File: src/hdl/tap_map.svh
// Constants of the boundary-scan test port
`ifndef TAP_MAP_SVH
`define TAP_MAP_SVH

`define TAP_IR_WIDTH 4
`define TAP_DR_WIDTH 32
`define TAP_IR_CAPTURE 4'h1
`define TAP_INSTR_IDCODE 4'h2
`define TAP_INSTR_BYPASS 4'hf
`define TAP_IDCODE_VALUE 32'h00000001
`define TAP_RESET_TMS_COUNT 3'h5
`define TAP_COUNT_WIDTH 3

`endif

File: src/hdl/tap_pkg.sv
// Types of the boundary-scan test port
package tap_pkg;

   typedef enum logic [3:0] {
      TEST_LOGIC_RESET,
      RUN_TEST_IDLE,
      SELECT_DR,
      CAPTURE_DR,
      SHIFT_DR,
      EXIT1_DR,
      PAUSE_DR,
      EXIT2_DR,
      UPDATE_DR,
      SELECT_IR,
      CAPTURE_IR,
      SHIFT_IR,
      EXIT1_IR,
      PAUSE_IR,
      EXIT2_IR,
      UPDATE_IR
   } tap_state_type;

endpackage

File: src/hdl/tap_pins_if.sv
// Sampled test pins passed from the pin sampler to the controller
`timescale 1ns/1ps
interface tap_pins_if;
   logic tck_rise;
   logic tck_fall;
   logic tms;
   logic tdi;
   logic trst_active;

   modport sampler (
      output tck_rise,
      output tck_fall,
      output tms,
      output tdi,
      output trst_active
   );

   modport controller (
      input tck_rise,
      input tck_fall,
      input tms,
      input tdi,
      input trst_active
   );
endinterface

File: src/hdl/tap_port.sv
// Boundary-scan test access port controller with IR, ID and bypass registers
// Contract
// - Mode select and data in are sampled at rising test clock edges, which alone advance.
// - Outputs other than ready, test data out among them, change only on falling test clock edges or at test reset.
// - Each rising edge in a shift state moves one input bit into the selected register.
// - In a shift state data out shows the selected register, changed on falling edges.
// - Data out is released except in the data or instruction register shift state.
// - The tester steers the controller by mode select and it follows each transition.
// - An asserted test reset resets the controller at once, without a test clock edge.
// - The controller does not reset itself at power-up and waits for an explicit reset.
// - Test reset or five high mode-select cycles in a row put the controller in reset.
// - Until the controller has been properly reset, its outputs stay released.
`timescale 1ns/1ps
`include "tap_map.svh"
module tap_port #(
   parameter int IR_WIDTH = `TAP_IR_WIDTH,
   parameter int DR_WIDTH = `TAP_DR_WIDTH,
   // Arbitrary identification value, bit zero set as the standard wants
   parameter logic [DR_WIDTH-1:0] IDCODE_VALUE = `TAP_IDCODE_VALUE
) (
   // System clock and reset
   input wire logic CLOCK,
   input wire logic RESET,
   // Test pins from the tester
   input wire logic TCK,
   input wire logic TMS,
   input wire logic TDI,
   input wire logic TEST_RESET_N,
   // Serial data out, enable high while driven
   output logic TDO,
   output logic TDO_EN,
   // Controller status
   output logic TAP_READY,
   output logic TEST_LOGIC_RESET
);

   tap_pins_if pins ();

   tap_pin_sampler sampler (
      .clock(CLOCK),
      .reset(RESET),
      .tck(TCK),
      .tms(TMS),
      .tdi(TDI),
      .trst_n(TEST_RESET_N),
      .pins(pins.sampler)
   );

   tap_pkg::tap_state_type state;
   tap_pkg::tap_state_type next_state;
   logic ready;
   logic next_ready;
   logic [`TAP_COUNT_WIDTH-1:0] high_count;
   logic [`TAP_COUNT_WIDTH-1:0] next_high_count;
   logic [IR_WIDTH-1:0] ir;
   logic [IR_WIDTH-1:0] next_ir;
   logic [IR_WIDTH-1:0] ir_shift;
   logic [IR_WIDTH-1:0] next_ir_shift;
   logic [DR_WIDTH-1:0] dr_shift;
   logic [DR_WIDTH-1:0] next_dr_shift;
   logic tdo;
   logic next_tdo;
   logic tdo_en;
   logic next_tdo_en;
   logic in_reset;
   logic next_in_reset;
   logic id_selected;

   // Standard sixteen-state transition on mode select
   function automatic tap_pkg::tap_state_type step(input tap_pkg::tap_state_type s,
                                                   input logic m);
      unique case (s)
         tap_pkg::TEST_LOGIC_RESET: step = m ? tap_pkg::TEST_LOGIC_RESET : tap_pkg::RUN_TEST_IDLE;
         tap_pkg::RUN_TEST_IDLE: step = m ? tap_pkg::SELECT_DR : tap_pkg::RUN_TEST_IDLE;
         tap_pkg::SELECT_DR: step = m ? tap_pkg::SELECT_IR : tap_pkg::CAPTURE_DR;
         tap_pkg::CAPTURE_DR: step = m ? tap_pkg::EXIT1_DR : tap_pkg::SHIFT_DR;
         tap_pkg::SHIFT_DR: step = m ? tap_pkg::EXIT1_DR : tap_pkg::SHIFT_DR;
         tap_pkg::EXIT1_DR: step = m ? tap_pkg::UPDATE_DR : tap_pkg::PAUSE_DR;
         tap_pkg::PAUSE_DR: step = m ? tap_pkg::EXIT2_DR : tap_pkg::PAUSE_DR;
         tap_pkg::EXIT2_DR: step = m ? tap_pkg::UPDATE_DR : tap_pkg::SHIFT_DR;
         tap_pkg::UPDATE_DR: step = m ? tap_pkg::SELECT_DR : tap_pkg::RUN_TEST_IDLE;
         tap_pkg::SELECT_IR: step = m ? tap_pkg::TEST_LOGIC_RESET : tap_pkg::CAPTURE_IR;
         tap_pkg::CAPTURE_IR: step = m ? tap_pkg::EXIT1_IR : tap_pkg::SHIFT_IR;
         tap_pkg::SHIFT_IR: step = m ? tap_pkg::EXIT1_IR : tap_pkg::SHIFT_IR;
         tap_pkg::EXIT1_IR: step = m ? tap_pkg::UPDATE_IR : tap_pkg::PAUSE_IR;
         tap_pkg::PAUSE_IR: step = m ? tap_pkg::EXIT2_IR : tap_pkg::PAUSE_IR;
         tap_pkg::EXIT2_IR: step = m ? tap_pkg::UPDATE_IR : tap_pkg::SHIFT_IR;
         tap_pkg::UPDATE_IR: step = m ? tap_pkg::SELECT_DR : tap_pkg::RUN_TEST_IDLE;
      endcase
   endfunction

   // Unknown codes fall back to bypass, never to a dead chain
   assign id_selected = (ir == IR_WIDTH'(`TAP_INSTR_IDCODE));

   // Controller and scan registers, moved on rising test clock or at test reset only
   always_comb begin
      next_state = state;
      next_ready = ready;
      next_high_count = high_count;
      next_ir = ir;
      next_ir_shift = ir_shift;
      next_dr_shift = dr_shift;
      if (pins.trst_active) begin
         // Level-sensitive, needs no test clock edge
         next_state = tap_pkg::TEST_LOGIC_RESET;
         next_ready = 1'b1;
         next_high_count = `TAP_COUNT_WIDTH'(0);
         next_ir = IR_WIDTH'(`TAP_INSTR_IDCODE);
      end else if (pins.tck_rise) begin
         next_state = step(state, pins.tms);
         if (!pins.tms) begin
            next_high_count = `TAP_COUNT_WIDTH'(0);
         end else if (high_count != `TAP_RESET_TMS_COUNT) begin
            next_high_count = high_count + `TAP_COUNT_WIDTH'(1);
         end
         // Fifth high edge proves the machine sits in reset
         if (pins.tms && high_count == `TAP_RESET_TMS_COUNT - `TAP_COUNT_WIDTH'(1)) begin
            next_ready = 1'b1;
         end
         unique case (state)
            tap_pkg::TEST_LOGIC_RESET: begin
               next_ir = IR_WIDTH'(`TAP_INSTR_IDCODE);
            end
            tap_pkg::CAPTURE_IR: begin
               next_ir_shift = IR_WIDTH'(`TAP_IR_CAPTURE);
            end
            tap_pkg::SHIFT_IR: begin
               next_ir_shift = {pins.tdi, ir_shift[IR_WIDTH-1:1]};
            end
            tap_pkg::UPDATE_IR: begin
               next_ir = ir_shift;
            end
            tap_pkg::CAPTURE_DR: begin
               next_dr_shift = id_selected ? IDCODE_VALUE : '0;
            end
            tap_pkg::SHIFT_DR: begin
               if (id_selected) begin
                  next_dr_shift = {pins.tdi, dr_shift[DR_WIDTH-1:1]};
               end else begin
                  // Bypass is the single bit at position zero
                  next_dr_shift = {dr_shift[DR_WIDTH-1:1], pins.tdi};
               end
            end
            default: begin
               next_ir_shift = ir_shift;
            end
         endcase
      end
   end

   always_ff @(posedge CLOCK) begin
      if (RESET) begin
         // Power-up leaves the port unproven; outputs stay released
         state <= tap_pkg::TEST_LOGIC_RESET;
         ready <= 1'b0;
         high_count <= `TAP_COUNT_WIDTH'(0);
         ir <= IR_WIDTH'(`TAP_INSTR_IDCODE);
         ir_shift <= IR_WIDTH'(0);
         dr_shift <= '0;
      end else begin
         state <= next_state;
         ready <= next_ready;
         high_count <= next_high_count;
         ir <= next_ir;
         ir_shift <= next_ir_shift;
         dr_shift <= next_dr_shift;
      end
   end

   // Outputs, moved on falling test clock or at test reset only
   always_comb begin
      next_tdo = tdo;
      next_tdo_en = tdo_en;
      next_in_reset = in_reset;
      if (pins.trst_active) begin
         next_tdo_en = 1'b0;
         next_in_reset = 1'b1;
      end else if (pins.tck_fall) begin
         next_tdo = (state == tap_pkg::SHIFT_IR) ? ir_shift[0] : dr_shift[0];
         next_tdo_en = ready && (state == tap_pkg::SHIFT_IR ||
                                 state == tap_pkg::SHIFT_DR);
         next_in_reset = (state == tap_pkg::TEST_LOGIC_RESET);
      end
   end

   always_ff @(posedge CLOCK) begin
      if (RESET) begin
         tdo <= 1'b0;
         tdo_en <= 1'b0;
         in_reset <= 1'b1;
      end else begin
         tdo <= next_tdo;
         tdo_en <= next_tdo_en;
         in_reset <= next_in_reset;
      end
   end

   assign TDO = tdo;
   assign TDO_EN = tdo_en;
   assign TAP_READY = ready;
   assign TEST_LOGIC_RESET = in_reset;

endmodule

File: src/hdl/tap_pin_sampler.sv
// Three-stage sampler and edge finder for the test pins
`timescale 1ns/1ps
module tap_pin_sampler (
   // Clock and reset
   input wire logic clock,
   input wire logic reset,
   // Raw pins
   input wire logic tck,
   input wire logic tms,
   input wire logic tdi,
   input wire logic trst_n,
   // Sampled pins
   tap_pins_if.sampler pins
);

   // Bit order: tck, tms, tdi, trst_n
   logic [3:0] stage1;
   logic [3:0] stage2;
   logic [3:0] stage3;
   logic [3:0] level;
   logic rise;
   logic fall;
   logic [3:0] next_level;
   logic next_rise;
   logic next_fall;

   // A level counts only once stages two and three agree
   always_comb begin
      next_level = (stage2 & stage3) | (level & (stage2 | stage3));
      next_rise = ~level[3] & next_level[3];
      next_fall = level[3] & ~next_level[3];
   end

   // Stages run through reset, so a test reset tied to the system reset is still seen
   always_ff @(posedge clock) begin
      stage1 <= {tck, tms, tdi, trst_n};
      stage2 <= stage1;
      stage3 <= stage2;
      if (reset) begin
         // Idle pin levels, else a false test reset follows every reset
         level <= 4'h7;
         rise <= 1'b0;
         fall <= 1'b0;
      end else begin
         level <= next_level;
         rise <= next_rise;
         fall <= next_fall;
      end
   end

   // Mode select and data in travel the same pipe as the clock edge
   assign pins.tck_rise = rise;
   assign pins.tck_fall = fall;
   assign pins.tms = level[2];
   assign pins.tdi = level[1];
   assign pins.trst_active = ~level[0];

endmodule

File: config.mk
export PLATFORM = sky130hd
export DESIGN_NAME = tap_port
export DESIGN_NICKNAME = d
export VERILOG_FILES = /design/src/hdl/tap_pkg.sv /design/src/hdl/tap_pins_if.sv /design/src/hdl/tap_port.sv /design/src/hdl/tap_pin_sampler.sv
export VERILOG_INCLUDE_DIRS = /design/src /design/src/hdl
export SDC_FILE = /design/constraint.sdc
export NUM_CORES = 1
export LEC_CHECK = 0
export BUFFER_PORTS_ARGS = -buffer_cell sky130_fd_sc_hd__clkbuf_2
export CAP_MARGIN = 20
export CORE_MARGIN = 4
export CORE_UTILIZATION = 60
export CTS_CLUSTER_DIAMETER = 200
export DETAILED_ROUTE_END_ITERATION = 10
export PLACE_DENSITY = 0.78
export SYNTH_ARGS = -nofsm -noshare
export SYNTH_HDL_FRONTEND = slang
export SYNTH_SLANG_ARGS = --single-unit
export TNS_END_PERCENT = 50
File: constraint.sdc
create_clock -name CLOCK -period 1.5 [get_ports CLOCK]
set_input_delay 0.075 -clock CLOCK [delete_from_list [all_inputs] [get_ports CLOCK]]
set_output_delay 0.075 -clock CLOCK [all_outputs]
set_load 0.03 [all_outputs]
======== After elaboration in Yosys (flattened, before gate mapping) ========
Cells that the tools add are included.
word-level totals
  flip-flop bits (word level) ............. 69
  input bits .............................. 6
  output and inout bits ................... 4
  word-level logic and storage cells ...... 90
cells by class
  $add $sub $neg .......................... 1
  eq/ne operators ......................... 22
  multiplexer cells ....................... 24
  bitwise logic cells ..................... 9
  reductions and logical operators ........ 18
operator list
  operator               count
  $pmux W32 S2           1
  $pmux W4 S12           1
  $eq A4 B4 Y1 const B   8
  $mux W32               1
  $eq A4 B3 Y1 const B   4
  $mux W4                4
  $pmux W4 S2            2
  $eq A4 B2 Y1 const B   3
  $mux W3                4
  $and A4 B4 Y4          2
  $mux W1                8
  $ne A2 B2 Y1 const B   4
  $or A4 B4 Y4           2
  $reduce_and A2 Y1      4
  $mux W2                3
  $reduce_and A3 Y1      2
  $reduce_bool A2 Y1     3
  $reduce_or A2 Y1       3
  $eq A4 B1 Y1 const B   1
  $logic_not A4 Y1       1
  $reduce_and A4 Y1      1
  $add A3 B1 Y3 const B  1
  $eq A3 B3 Y1 const B   1
  $ne A3 B3 Y1 const B   1
  5 further kinds        9

======== Longest topological paths before layout ========
Gate-level depths: netlist of run 1.
  depth in word-level cells ............... 5
  gate-level depth with buffers ........... 6
  depth with buffers taken out ............ 6

======== Hierarchy ========
A second synthesis of run 1 with hierarchy kept.
second synthesis, totals
  cells, all modules ...................... 283
  area total of the unflattened synthesis .. 2732.6 um^2
by module, submodules not included
  module           instances  cells each  area each (um^2)  seq. area each (um^2)
  tap_port         1          249         2282.2            1021.0
  tap_pin_sampler  1          34          450.4             360.3

======== Worst setup path after synthesis of run 1 ========
OpenSTA, ideal clock, no wires.
  path type ............................... reg-to-reg
  start point ............................. register ir[0]
  end point ............................... register dr_shift[31]
  setup time .............................. 123 ps
  arrival ................................. 1191 ps
  slack ................................... 186 ps
  stages on the path, launching flop included .. 6
  cell sequence ........................... dfxtp_1 nor4b_4 a21oi_1 nor2_4 buf_6 o32ai_2
on the way
  word-level cells in the longest chain between the ends .. 3
ends and longest elaborated chain
  item                                RTL line         text
  start, declared                     tap_port.sv:55   logic [IR_WIDTH-1:0] ir;
  start signal, assigned              tap_port.sv:157  ir <= IR_WIDTH'(`TAP_INSTR_IDCODE);
  start signal, assigned              tap_port.sv:164  ir <= next_ir;
  $eq A4 B2 Y1                        tap_port.sv:93   assign id_selected = (ir == IR_WIDTH'(`TAP_INSTR_IDCODE));
  $ne A2 B2 Y1 (no source line)       -
  $reduce_and A4 Y1 (no source line)  -
  end signal, assigned                tap_port.sv:166  dr_shift <= next_dr_shift;
  end, declared                       tap_port.sv:59   logic [DR_WIDTH-1:0] dr_shift;
No other way between the ends.
A chain may end at the register's enable or synchronous reset.

======== Final worst setup path of run 1 ========
  start point ............................. register ir[3]
  end point ............................... register dr_shift[31]
The elaborated chain is that of the path after synthesis.

==> reports/qor.yml, run 1 <==
outcome: "complete, no violations"
fin_skew_ps: 6.963
row_count: 24
core-area_sq_um: 4384
first_global_vias: 1843
drtPass1Iterations: 4
cts.clk_slew.worst_paths_ps: 60
crit_chain: "nor4b_4 -> buf_4 -> nand4_4 -> buf_6 -> o32ai_2"
clk_latency_ps: 340
maxCapViolCount: 0
syn_avg_cell_area_sq_um: 9.844
drtAntennaViolNets: 0
place.gp.congestion: 0.8059
fmax_ghz: 0.7029
portBuffers: 9
slew_violations: 0
crit_family: "simple AND/OR/NAND/NOR gates"
power_leakage_nw: 1.150
yosys_warnings: 0
hpwl_um: 3269
max_slew_margin_pct: 74.95
syn-cell-area_sq_um: 2746
initial_utilization_pct: 62.64
worst-path-stages: 5
switching_share_pct: 21.77
die_x_um: 75.66
hold_viol_final: 0
antenna_found_initial: 0
setup_violations: 0
setup_tns_ps: 0
critPathMaxFanout: 14
ios: 10
fin_nets: 309
dieArea_sq_um: 5724
drive_gt1_share_pct: 18.36
total_power_mw: 3.434
grt_pass1_wl_um: 8707
required_ps: 1760
synthFlopType: "dfxtp_1"
synth_edf_count: 0
hold_path.class: "register to register"
seq_area_frac_synth_pct: 50.30
power_density_nw_per_um2: 1101
worstSetupPathType: "register to register"
cts_max_level: 3
clock_power_share_pct: 41.4
slowest_stage: "nor4b_4"
vias: 2043
synth.distinct_cells: 52
p_comb_share_pct: 3.7
post_drt_wl_per_cell_um: 14.38
synthCells: 279
n_antenna_cell: 0
synthArstFlopShare_pct: 0
cts_made_buffers: 9
fillerInstances: 318
cp_data_arrival_time_ps: 1680
endpoint_kind: "register"
p_int_mw: 2.686
synth_fp_nets: 288
cts_tree: "yes"
syn2layout_area_growth_pct: 13.53
irDropWorstVdd_mv: 0.9073
finalCriticalPeriod_ps: 1423
cts_num_sinks: 69
drcViolationCount: 0
p_seq_share_pct: 54.9
r2r_cells: 5
track_usage_pct: 20.39
hold_depth: 0
synth_seq_cells: 69
cp_slowest_stage_delay_ps: 360
fin_crit_sh_pct: 94.84
routed_wl_um: 5135
grt-ovfl-total: 0
p_sw_uw: 747.7
worst_pin_slew_ps: 375.8
crit_buf_inv: 2
drt-initial-drc-count: 123
via_per_inst: 5.723
grt_start_max_net_pins: 46
cp-start-kind: "register"
clock_path_buffers: 2
die_h_um: 75.66
cts-root-buf: "clkbuf_8"
[placed cells by master, fill, tap and decap left out, drive strengths merged, types with 4 or more instances in the layout]
cell / instances
a21oi: 20
buf: 17
clkbuf: 21
dfxtp: 69
dlygate4sd3: 5
inv: 9
nand2: 10
nand2b: 33
nand3: 6
nor2: 15
nor2b: 4
nor3: 5
o21ai: 9
o22ai: 29
[sequential cells by signal (all words and copies together) (netlist names), 3 cells and up]
name,count
sampler.stage2,4
ir_shift,4
high_count,3
dr_shift,32
state,4
sampler.level,4
sampler.stage1,4
sampler.stage3,4
ir,4
[cell usage after synthesis (3+ instances only)]
library cell	instances	area, sq um
dfxtp_1	69	1381
nand2b_1	33	206.5
o22ai_1	29	181.4
a21oi_1	20	100.1
nor2_1	14	52.55
nand2_1	10	37.54
buf_6	9	101.4
inv_1	9	33.78
o21ai_0	7	35.03
buf_2	6	30.03
nand3_1	6	30.03
clkbuf_1	4	15.01
nor2b_1	4	25.02
nor3_1	4	20.02
a22oi_1	3	22.52
ha_1	3	37.54
nand3b_1	3	22.52
o21bai_1	3	22.52
[final timing paths]
kind,slack (ps),from,end
max,80,ir[3],dr_shift[31]
min,330,sampler.stage1[0],sampler.stage2[0]
max reg2reg,80,ir[3],dr_shift[31]
min reg2reg,330,sampler.stage1[0],sampler.stage2[0]
[through the flow]
step,std cells,hold slack [ps],util [%],worst slack (ps),instance area (sq um)
final,357,329.9,71.12,77.37,3118
after CTS,355,330.6,69.83,17.90,3062
after detailed placement,334,178.9,64.50,49.86,2828
after global routing,357,344.5,71.12,-2.391,3118
after global placement,334,178.8,64.50,90.51,2828
after floorplan,279,102.7,-,185.9,2746
[area by class of cell]
type                    count  area, sq um  share of cell area, %
flip-flops and latches     69         1386                  44.46
multi-input cells         180         1206                  38.68
repair buffers             31        242.7                  7.785
clock buffers              12        135.1                  4.334
well taps                  52        65.06                  2.087
clock inverters             4        48.80                  1.565
inverters                   9        33.78                  1.083
[what timing repair did]
action / 4_1_cts / 5_1_grt
hold buffers: 5 / 0
gates resized for setup: 0 / 10
hold endpoints to repair: 5 / 0
setup endpoints to repair: 0 / 36
buffers inserted: 0 / 2
[cell families after synthesis]
family,after synthesis,share of synthesized area [%]
AO/OA/AOI/OAI,83,19.77
XOR/XNOR,1,0.3190
adder cells (fa/ha/maj),3,1.367
buffers and inverters,30,6.834
flip-flops,69,50.30
multiplexers,2,0.7290
AND/OR/NAND/NOR,91,20.68
[per-layer routing]
metal	vias up	track usage [%]	wire length, um
met2	40	29.43	2394
met5	-	0	0
met4	0	12.23	133
met1	949	27.88	2390
li1	1041	-	-
met3	13	4.485	216
[power groups by stage]
stage | sequential (mW) | combinational (mW) | clock, mW
floorplan | 1.92 | 0.0846 | 0
global placement | 1.93 | 0.113 | 0
detailed placement | 1.93 | 0.115 | 0
CTS | 1.88 | 0.126 | 1.44
global route | 1.89 | 0.141 | 1.54
finish | 1.88 | 0.127 | 1.42
Note: power is estimated with default switching activity, not from simulation.
==> run 2, diff against run 1 <==
==> constraint.sdc (replaced) <==
create_clock -name CLOCK -period 1.5 [get_ports CLOCK]
set_input_delay 0.3 -clock CLOCK [delete_from_list [all_inputs] [get_ports CLOCK]]
set_output_delay 0.3 -clock CLOCK [all_outputs]
set_load 0.03 [all_outputs]
==> run 2 against run 1 <==
Compared with the run above: via count up 0.64%; total power down 1.2%; clock power shrank 3%; sequential share of layout area grew 0.70 points; critical path type unchanged; global-route usage decreased by 0.071 points; register-to-register slack barely moved; core utilization down 1.2 points; largest power group unchanged; clock skew shrank 2.9 ps; clock-buffer cell count increased by 1; die area unchanged; fmax decreased by 0.65%; routed wire length shrank 1.5%.
==> reports/qor.yml, run 2 (synthesized netlist as in run 1, its figures left out) <==
largest_reg_flops: 32  # unchanged
hold_path.class: "input port to register"
drcViolationCount: 0  # unchanged
irDropWorstVdd_mv: 0.8214  # -9.5%
ios: 10  # unchanged
post_drt_wl_per_cell_um: 14.37  # -0.10%
cts_num_sinks: 69  # unchanged
met1_usage_pct: 27.35  # -0.54 points
portBuffers: 9  # unchanged
first_global_vias: 1869  # +1.4%
holdWs_ps: 58.61  # -271.3 ps
dieArea_sq_um: 5724  # unchanged
place.gp.congestion: 0.8421  # +4.5%
initial_utilization_pct: 62.64  # unchanged
drtPass1Iterations: 5  # +1
syn2layout_area_growth_pct: 11.57
cts-root-buf: "clkbuf_8"
via_per_inst: 5.841  # +2.1%
met3_usage_pct: 4.485  # unchanged
drt-initial-drc-count: 182  # +48%
vias: 2056  # +0.64%
maxCapViolCount: 0  # unchanged
max_flop_register: "dr_shift"
cts_max_level: 3  # unchanged
cp_data_arrival_time_ps: 1670  # about the same
fin_nets: 304  # -1.6%
fmax_ghz: 0.6984  # -0.65%
worst_pin_slew_ps: 368.0  # -7.807 ps
die_x_um: 75.66  # unchanged
clk_latency_ps: 340  # about the same
routed_wl_um: 5058  # -1.5%
worstSetupPathType: "register to register"
core-area_sq_um: 4384  # unchanged
row_count: 24  # unchanged
fin_skew_ps: 4.051  # -2.912 ps
max_slew_margin_pct: 75.15  # +0.20 points
power_density_nw_per_um2: 1107  # +0.55%
grt-ovfl-total: 0  # unchanged
use_met2_pct: 30.68  # +1.2 points
final_common_cell: "dfxtp_1"
cts.clk_slew.worst_paths_ps: 70  # about the same
grt_pass1_wl_um: 8749  # +0.48%
critPathMaxFanout: 31  # +17
n_antenna_cell: 0  # unchanged
grt_start_max_net_pins: 44  # -4.3%
drtAntennaViolNets: 0  # unchanged
setup_tns_ps: 0  # unchanged
fin_crit_sh_pct: 95.46  # +0.62 points
power_leakage_nw: 1.140  # -0.93%
cts-hold-fix-buffers: 0  # -5
antenna_found_initial: 0  # unchanged
required_ps: 1730  # -30 ps
setup_violations: 0  # unchanged
cts_tree: "yes"
drive_gt1_share_pct: 18.67  # +0.31 points
cp-start-kind: "register"
cts_made_buffers: 9  # unchanged
hold_viol_final: 0  # unchanged
rsz0062_at_grt: "false"
hpwl_um: 3257  # -0.36%
finalCriticalPeriod_ps: 1432  # +9.298 ps
outcome: "complete, no violations"
track_usage_pct: 20.32  # -0.071 points
endpoint_kind: "register"
die_h_um: 75.66  # unchanged
clock_path_buffers: 2  # unchanged
mostFrequentLayoutCells: "67 x dfxtp_1, 33 x nand2b_1, 29 x o22ai_1"
gr-max-usage-layer: "met2"
slew_violations: 0  # unchanged
## run 2: cell count changes in the layout (fill, tap and decap cells not counted), sizes merged
| cell | change |
|---|---|
| bufinv | -1 |
| clkbuf | +1 |
| dlygate4sd3 | -5 |
## run 2: metal layers
| metal | vias up | wire length (um) |
|---|---|---|
| li1 | 1037 | - |
| met1 | 970 | 2464 |
| met2 | 41 | 2319 |
| met3 | 8 | 192 |
| met4 | 0 | 81 |
| met5 | - | 0 |
## run 2: path summary, 6_finish.rpt
check,depth (start not counted),startpoint,end,slack [ps]
max,5,state[0],dr_shift[1],70
min,1,TEST_RESET_N,sampler.stage1[0],60
max reg2reg,5,state[0],dr_shift[1],70
min reg2reg,0,sampler.stage1[0],sampler.stage2[0],330
## run 2: through the flow
stage / power [mW] / util (%) / instances / worst slack (ps) / area, sq um
final: 3.393 / 69.89 / 352 / 68.08 / 3064
after global routing: 3.515 / 69.89 / 352 / 2.653 / 3064
after CTS: 3.416 / 69.38 / 351 / 35.40 / 3042
after detailed placement: 2.048 / 64.95 / 335 / -3.320 / 2848
after global placement: 2.044 / 64.95 / 335 / 32.46 / 2848
after floorplan: 2.006 / - / 279 / 185.9 / 2746
## run 2: report_power, final
part / switching [mW] / total [mW] / internal (mW) / leakage (nW)
logic: 0.0644 / 0.119 / 0.0551 / 0.477
clock network: 0.651 / 1.38 / 0.733 / 0.0994
registers: 0.0274 / 1.89 / 1.86 / 0.563
## run 2: area by class of cell
| cell class | count | area, sq um |
|---|---|---|
| clock buffers | 13 | 168.9 |
| clock inverters | 3 | 18.77 |
| fillers | 315 | 1320 |
| inverters | 9 | 33.78 |
| multi-input cells | 180 | 1192 |
| flip-flops and latches | 69 | 1384 |
| well taps | 52 | 65.06 |
| repair buffers | 26 | 201.4 |
## run 2: timing repair
item,CTS,global route
buffers inserted,0,1
resized for setup,1,5
setup endpoints to repair,2,24
## run 2: worst max-delay path, stage by stage (launching register included)
cell and delay, ps:
dfxtp_2 380, and3b_2 240, a21oi_1 210, nor2_4 60
buf_12 160, o32ai_1 270
